`src/acsp_pkg.sv`:
```
// Shared constants for the converter serial port block.
// Assumes a single system clock; serial pins arrive asynchronously.
package acsp_pkg;
   localparam int          FRAME_BITS    = 16;
   localparam int          CTRL_BITS     = 8;
   localparam int          RESULT_BITS   = 12;
   localparam int          LEAD_ZEROS    = 4;
   localparam int          CNT_W         = 5;
   localparam logic [7:0]  CTRL_RESET    = 8'h00;
   localparam logic [1:0]  PM_CS_SHUTDN  = 2'h0;
   localparam logic [1:0]  PM_ALWAYS_ON  = 2'h1;
   localparam int          PM_LSB        = 0;
   localparam int          CH_BIT        = 3;
   localparam int          DUAL_BIT      = 4;
   localparam int          REF_OFF_BIT   = 5;
   localparam logic [4:0]  CNT_ZERO      = 5'h00;
   localparam logic [4:0]  CNT_ONE       = 5'h01;
   localparam logic [4:0]  CNT_CTRL_LAST = 5'h08;
   localparam logic [4:0]  CNT_FRAME_END = 5'h10;
   localparam logic [1:0]  BUF_CNT_NONE  = 2'h0;
   localparam logic [1:0]  BUF_CNT_ONE   = 2'h1;
   localparam logic [1:0]  BUF_CNT_FULL  = 2'h2;
endpackage : acsp_pkg

```
`src/acsp_serial_port.sv`:
```
// Serial port of a two-input 12-bit sampling converter, device side.
// Assumes chip select, serial clock and input data are asynchronous pins,
// and the conversion core hands results through a valid/ready word port.
`timescale 1ns/1ns

// Notes on behaviour
// - A falling chip select starts a conversion and frames one serial transfer.
// - In the default power setting the device is powered down while chip select is high.
// - The input line is sampled into the control register on serial clock rising edges.
// - Each result bit after the first is driven onto the output line after a serial clock falling edge.
// - A frame carries four zero bits, then the 12-bit result with msb first.
// - The serial clock paces transfer and conversion; select falling gives the start, first bit, buffer pop, output enable and mode 00 power-up.
// - A transfer takes 16 serial clocks, with control bits in while result bits go out.
// - Only the first eight rising edges after chip select falls load the control register.
// - After reset the control register holds zero, giving single input and select-led power.
// - Mode 00 powers up on select falling and down on rising; mode 01 stays powered.
module acsp_serial_port #(
   parameter int DATA_W = acsp_pkg::RESULT_BITS
) (
   input  wire logic              clock,
   input  wire logic              rst,
   input  wire logic              cs_n,
   input  wire logic              sclk,
   input  wire logic              sdin,
   input  wire logic [DATA_W-1:0] result_data,
   input  wire logic              result_valid,
   output logic                   result_ready,
   output logic                   sdout_o,
   output logic                   sdout_oe,
   output logic                   powered_up,
   output logic                   conv_start,
   output logic                   conv_tick,
   output logic                   dual_mode,
   output logic                   chan_sel,
   output logic                   ref_off
);
   import acsp_pkg::*;

   typedef enum logic [1:0] {
      ACSP_IDLE  = 2'b01,
      ACSP_FRAME = 2'b10
   } acsp_state_e;

   ////////////////////////////////////////////////////////////////////////
   // Pin synchronisers, two stages each; first stage read by nothing else
   logic [1:0] cs_sync_ff;
   logic [1:0] sclk_sync_ff;
   logic [1:0] din_sync_ff;
   logic       sclk_last_ff;
   logic       cs_last_ff;

   always_ff @(posedge clock) begin
      if (rst) begin
         // Idle pin levels, so no false edge follows reset
         cs_sync_ff   <= '1;
         sclk_sync_ff <= '0;
         din_sync_ff  <= '0;
         sclk_last_ff <= 1'b0;
         cs_last_ff   <= 1'b1;
      end else begin
         cs_sync_ff   <= {cs_sync_ff[0], cs_n};
         sclk_sync_ff <= {sclk_sync_ff[0], sclk};
         din_sync_ff  <= {din_sync_ff[0], sdin};
         sclk_last_ff <= sclk_sync_ff[1];
         cs_last_ff   <= cs_sync_ff[1];
      end
   end

   // Edge decode of the synchronised pins
   // Pin-to-use latency is three clocks, so each serial clock phase
   // must last at least three system clocks to be seen
   wire cs_low    = ~cs_sync_ff[1];
   wire cs_fall   = cs_last_ff & ~cs_sync_ff[1];
   wire sclk_rise = sclk_sync_ff[1] & ~sclk_last_ff;
   wire sclk_fall = ~sclk_sync_ff[1] & sclk_last_ff;

   ////////////////////////////////////////////////////////////////////////
   // Two-entry buffer between the conversion core and the shifter
   // Depth two covers one word in flight while the next one waits
   logic [DATA_W-1:0] buf_mem_ff [2];
   logic              buf_wr_ff;
   logic              buf_rd_ff;
   logic [1:0]        buf_cnt_ff;

   wire buf_full  = (buf_cnt_ff == BUF_CNT_FULL);
   wire buf_empty = (buf_cnt_ff == BUF_CNT_NONE);
   // Take a word only when ready was shown, so a core that holds valid
   // through a not-ready cycle never lands the same word twice
   wire buf_push  = result_valid & result_ready;
   wire buf_pop;
   wire [DATA_W-1:0] buf_head = buf_mem_ff[buf_rd_ff];

   // Occupancy tracking; a stalled shifter back-pressures the core
   always_ff @(posedge clock) begin
      if (rst) begin
         buf_wr_ff    <= 1'b0;
         buf_rd_ff    <= 1'b0;
         buf_cnt_ff   <= BUF_CNT_NONE;
         result_ready <= 1'b0;
      end else begin
         if (buf_push) begin
            buf_mem_ff[buf_wr_ff] <= result_data;
            buf_wr_ff             <= ~buf_wr_ff;
         end
         if (buf_pop)
            buf_rd_ff <= ~buf_rd_ff;
         buf_cnt_ff   <= buf_cnt_ff + {1'b0, buf_push} - {1'b0, buf_pop};
         // Ready looks one word ahead; it may rise a cycle late, never drop late
         result_ready <= ~(buf_full || (buf_cnt_ff == BUF_CNT_ONE && buf_push && !buf_pop));
      end
   end

   ////////////////////////////////////////////////////////////////////////
   // Frame sequencer
   acsp_state_e           state_ff;
   acsp_state_e           nxt_state;
   logic [CNT_W-1:0]      rise_cnt_ff;
   logic [CNT_W-1:0]      fall_cnt_ff;
   logic [CTRL_BITS-1:0]  ctrl_ff;
   logic [CTRL_BITS-2:0]  ctrl_shift_ff;
   logic [FRAME_BITS-1:0] tx_shift_ff;

   // Saturating step shared by both edge counters; both stop at the frame length
   function automatic logic [CNT_W-1:0] cnt_step(input logic [CNT_W-1:0] cnt);
      cnt_step = (cnt == CNT_FRAME_END) ? cnt : cnt + CNT_ONE;
   endfunction : cnt_step

   // Frame word: leading zeros then result msb first; an empty buffer sends zeros
   wire [FRAME_BITS-1:0] frame_word =
      {{LEAD_ZEROS{1'b0}}, (buf_empty ? {DATA_W{1'b0}} : buf_head)};
   assign buf_pop = cs_fall & ~buf_empty;

   // Control takes only the first eight rises; the output runs all sixteen falls
   wire in_frame   = (state_ff == ACSP_FRAME);
   wire ctrl_take  = in_frame & sclk_rise & (rise_cnt_ff < CNT_CTRL_LAST);
   wire ctrl_done  = ctrl_take & (rise_cnt_ff == CNT_CTRL_LAST - CNT_ONE);
   wire tx_step    = in_frame & sclk_fall & (fall_cnt_ff != CNT_FRAME_END);
   wire [CTRL_BITS-1:0] ctrl_next = {ctrl_shift_ff, din_sync_ff[1]};
   wire [1:0] pm   = ctrl_ff[PM_LSB +: 2];
   // Unused codes fall back to select-led power; a safe low-power choice
   wire pwr_next   = (pm == PM_ALWAYS_ON) | cs_low;

   // A select fall enters the frame state and select level alone ends it; a cut frame simply
   // drops back to idle when select rises
   always_comb begin
      nxt_state = state_ff;
      unique case (state_ff)
         ACSP_IDLE:  if (cs_fall) nxt_state = ACSP_FRAME;
         ACSP_FRAME: if (!cs_low) nxt_state = ACSP_IDLE;
      endcase
   end

   // Frame state and one-cycle strobes towards the conversion core
   always_ff @(posedge clock) begin
      if (rst) begin
         state_ff   <= ACSP_IDLE;
         powered_up <= 1'b0;
         conv_start <= 1'b0;
         conv_tick  <= 1'b0;
         sdout_oe   <= 1'b0;
      end else begin
         state_ff   <= nxt_state;
         powered_up <= pwr_next;
         conv_start <= cs_fall;
         // Conversion paced by host falling edges only, at most 16 a frame
         conv_tick  <= tx_step;
         sdout_oe   <= cs_low;
      end
   end

   // Control capture on rising edges; a frame cut before the 8th
   // edge leaves the previous setting in force
   always_ff @(posedge clock) begin
      if (rst) begin
         rise_cnt_ff   <= CNT_ZERO;
         ctrl_shift_ff <= '0;
         ctrl_ff       <= CTRL_RESET;
      end else if (cs_fall) begin
         rise_cnt_ff   <= CNT_ZERO;
      end else if (in_frame) begin
         if (sclk_rise)
            rise_cnt_ff <= cnt_step(rise_cnt_ff);
         if (ctrl_take)
            ctrl_shift_ff <= ctrl_next[CTRL_BITS-2:0];
         if (ctrl_done)
            ctrl_ff <= ctrl_next;
      end
   end

   // Result shifter: the first bit stands from select falling and each later
   // bit follows a falling edge, so the host reads every bit on a rise
   always_ff @(posedge clock) begin
      if (rst) begin
         fall_cnt_ff <= CNT_ZERO;
         tx_shift_ff <= '0;
         sdout_o     <= 1'b0;
      end else if (cs_fall) begin
         fall_cnt_ff <= CNT_ZERO;
         sdout_o     <= frame_word[FRAME_BITS-1];
         tx_shift_ff <= {frame_word[FRAME_BITS-2:0], 1'b0};
      end else if (tx_step) begin
         sdout_o     <= tx_shift_ff[FRAME_BITS-1];
         tx_shift_ff <= {tx_shift_ff[FRAME_BITS-2:0], 1'b0};
         fall_cnt_ff <= cnt_step(fall_cnt_ff);
      end
   end

   // Decoded control fields; channel select only counts in dual mode,
   // so it is gated here rather than left to the core
   always_ff @(posedge clock) begin
      if (rst) begin
         dual_mode <= 1'b0;
         chan_sel  <= 1'b0;
         ref_off   <= 1'b0;
      end else begin
         dual_mode <= ctrl_ff[DUAL_BIT];
         chan_sel  <= ctrl_ff[CH_BIT] & ctrl_ff[DUAL_BIT];
         ref_off   <= ctrl_ff[REF_OFF_BIT];
      end
   end
endmodule : acsp_serial_port

```
`config.mk`:
```
export PLATFORM = sky130hd
export DESIGN_NAME = acsp_serial_port
export DESIGN_NICKNAME = d
export VERILOG_FILES = /design/src/acsp_pkg.sv /design/src/acsp_serial_port.sv
export SDC_FILE = /design/constraint.sdc
export NUM_CORES = 1
export LEC_CHECK = 0
export CORE_MARGIN = 3
export CORE_UTILIZATION = 50
export DETAILED_ROUTE_END_ITERATION = 6
export DONT_BUFFER_PORTS = 1
export PLACE_DENSITY = 0.62
export REMOVE_ABC_BUFFERS = 1
export SLEW_MARGIN = 5
export SYNTH_ARGS = -nofsm -noshare
export SYNTH_HDL_FRONTEND = slang
export SYNTH_SLANG_ARGS = --single-unit
```
`constraint.sdc`:
```
create_clock -name clock -period 3.7 [get_ports clock]
set_input_delay 0.37 -clock clock [delete_from_list [all_inputs] [get_ports clock]]
set_output_delay 0.37 -clock clock [all_outputs]
set_load 0.02 [all_outputs]
```
==> flow_summary_export.csv <==
group,metric,value,unit
floorplan,die_h,88.1,um
yosys,synth_cell_types,41,
floorplan,core-area,0.00646,mm^2
clock_tree,clock_sinks,83,
floorplan,die-area,0.00777,mm^2
layout,most-common-layout-cells,"dfxtp_1, nand3_1, edfxtp_1, nand2_1, a21oi_1",
yosys,synth_edf_count,24,
routing,avgViaCountPerCell,5.78,
sta,slew_headroom,0.197,
sta,setup_ws,1680,ps
sta,fin_crit,2020,ps
min_path,hp-class,"input port to flop",
critical_path,cp-start-kind,"flop",
global_route,grt_pass1_wl,10000,um
routing,drt_pre_antenna_iters,5,
critical_path,crit_required,3950,ps
routing,wirelength,5830,um
global_route,antenna_found_initial,0,
yosys,synth_top_flop_cell,"dfxtp_1",
placement,portBuffers,0,
yosys,synth-seq-cells,83,
clock_tree,root_buffer,"clkbuf_8",
status,status,"finished clean",
clock_tree,clk_latency,360,ps
layout,drive_above_1_share,0.130,
clock_tree,cts_resized,0,
yosys,syn_inst,310,
min_path,hp-start,"rst",
yosys,synth.avg_cell_area,10.9,um^2
sta,finalCritPeriodShare,0.545,
floorplan,num_rows,29,
critical_path,path_max_fanout,15,
critical_path,r2r_start,"cs_sync_ff[1]",
floorplan,ios,27,
global_route,grt_pass1_vias,2081,
floorplan,start_util,0.522,
clock_tree,clock_path_buffers,2,
placement,gp_congestion,0.767,
layout,post-route-util,0.561,
yosys,yosysSeqAreaShare,0.564,
sta,hold_viol_final,0,
clock_tree,hold_buffers,0,
sta,worst_slew_pin_slew,1190,ps
sta,fmax,496,MHz
critical_path,critical_path_arrival,2270,ps
clock_tree,post_cts_buffers,0,
layout,final_common_cell,"dfxtp_1",
critical_path,worst_setup_path_end_kind,"flop",
layout,antenna_cells,0,
layout,nNetsFinal,325,
routing,dr.first_iter.drc_count,101,
layout,n_fill_cell,561,
clock_tree,cts_tree,"built",
routing,antenna_left,0,
sta,setup_violations,0,
sta,rsz0062_at_grt,"false",
layout,seq_area,0.00190,mm^2
yosys,async_reset_ff_frac,0,
routing,drc,0,
routing,wire_per_inst,15.2,um
global_route,grtUsageTotal,0.172,
yosys,ys_warn_count,0,
routing,vias,2220,
layout,instances_no_fill,384,
layout,multi_input_area,0.00133,mm^2
power_and_ir_drop,powerDensity,486,mW/mm^2
clock_tree,cts.htree.levels,3,
global_route,overflow,0,
floorplan,die_w,88.1,um
critical_path,critical_path_class,"flop to flop",
placement,place_hpwl,3620,um
sta,clock_skew,5.14,ps
placement,pre_cts_ws,1680,ps
power_and_ir_drop,ir_worst_vdd,0.000290,V
yosys,syn_area,0.00337,mm^2
layout,area_growth,7.49,%
placement,dp_cells,368,
clock_tree,clk_pin_slew,80,ps
sta,finalSetupTns,0,ps
power_and_ir_drop,p_leak,1.19,nW
sta,drv_slew,0,
critical_path,startpoint,"cs_sync_ff[1]",
job,cap_violations,0,
clock_tree,cts_buffers,9,
global_route,grt_max_degree,45,
[logic make-up (layout without fill, tap and decap cells)]
logic type                 count (synthesis)  in the layout  share of synthesized area
AOI/OAI and AO/OA                         63             63                      0.120
xor gates and xnor gates                   3              3                    0.00779
adders and majority gates                  5              5                     0.0185
buffers and inverters                     34             31                     0.0449
DFF                                       83             83                      0.564
muxes                                     20             20                     0.0668
and+or+nand+nor                          102            102                      0.178
[path summary, 6_finish.rpt]
path,slack (ps),cells after the start,endpoint
worst max register to register,1680,7,buf_cnt_ff[1]
worst min register to register,410,1,cs_sync_ff[1]
worst min-delay path,80,1,ctrl_shift_ff[2]
worst max-delay path,1680,7,buf_cnt_ff[1]
[routing by layer]
| metal | up-vias | GRT usage | wire, um |
|---|---|---|---|
| met5 | - | 0 | 0 |
| met4 | 0 | 0.0989 | 147 |
| met3 | 13 | 0.0452 | 281 |
| met2 | 39 | 0.250 | 2590 |
| met1 | 1041 | 0.231 | 2810 |
| li1 | 1127 | - | - |
[stage by stage]
stage                     instance area (um^2)  hold WS, ps  total power, mW
after floorplan                           3260          383             1.06
after global placement                    3410          387             1.08
after detailed placement                  3410          387             1.09
after CTS                                 3630         51.6             1.78
after global routing                      3630         55.3             1.83
final                                     3630         79.1             1.76
[cell usage after synthesis (6+ instances only)]
cell	n	area share
a211oi_1	11	0.024
a21oi_1	20	0.030
a311oi_1	11	0.029
buf_2	7	0.010
clkbuf_1	15	0.017
dfxtp_1	59	0.35
edfxtp_1	24	0.21
inv_1	8	0.0089
mux2_2	12	0.040
mux2i_1	6	0.018
nand2_1	20	0.022
nand3_1	24	0.036
nand4_1	9	0.017
nor2b_1	14	0.026
o21ai_0	7	0.010
o21ai_1	6	0.0089
[flip-flops by register name, summed over array words and instances, names as in the netlist, 2 cells and up, named ones only]
signal and count:
buf_mem_ff 24, tx_shift_ff 15, ctrl_ff 5, ctrl_shift_ff 5, fall_cnt_ff 5, rise_cnt_ff 5, buf_cnt_ff 2, cs_sync_ff 2
din_sync_ff 2, sclk_sync_ff 2, state_ff 2
[area by class of cell]
cell class | count | share of cell area
clock buffer | 11 | 0.0449
clock inverter | 5 | 0.0159
sequential | 83 | 0.524
timing repair buffer | 6 | 0.0124
inverter | 9 | 0.00932
tap | 77 | 0.0266
multi-input combinational | 193 | 0.366
[critical path: stages (launching register included)]
cell and delay [ps]:
dfxtp_1 440, nand2b_1 490, nor2_1 150, xnor2_1 200
ha_1 180, xor2_1 190, nand4_1 100, nor3b_1 160
[power breakdown]
group	internal (mW)	switching [mW]
Sequential	0.961	0.0199
Combinational	0.0347	0.0475
Clock	0.372	0.328
Note: power is estimated with default switching activity, not from simulation.
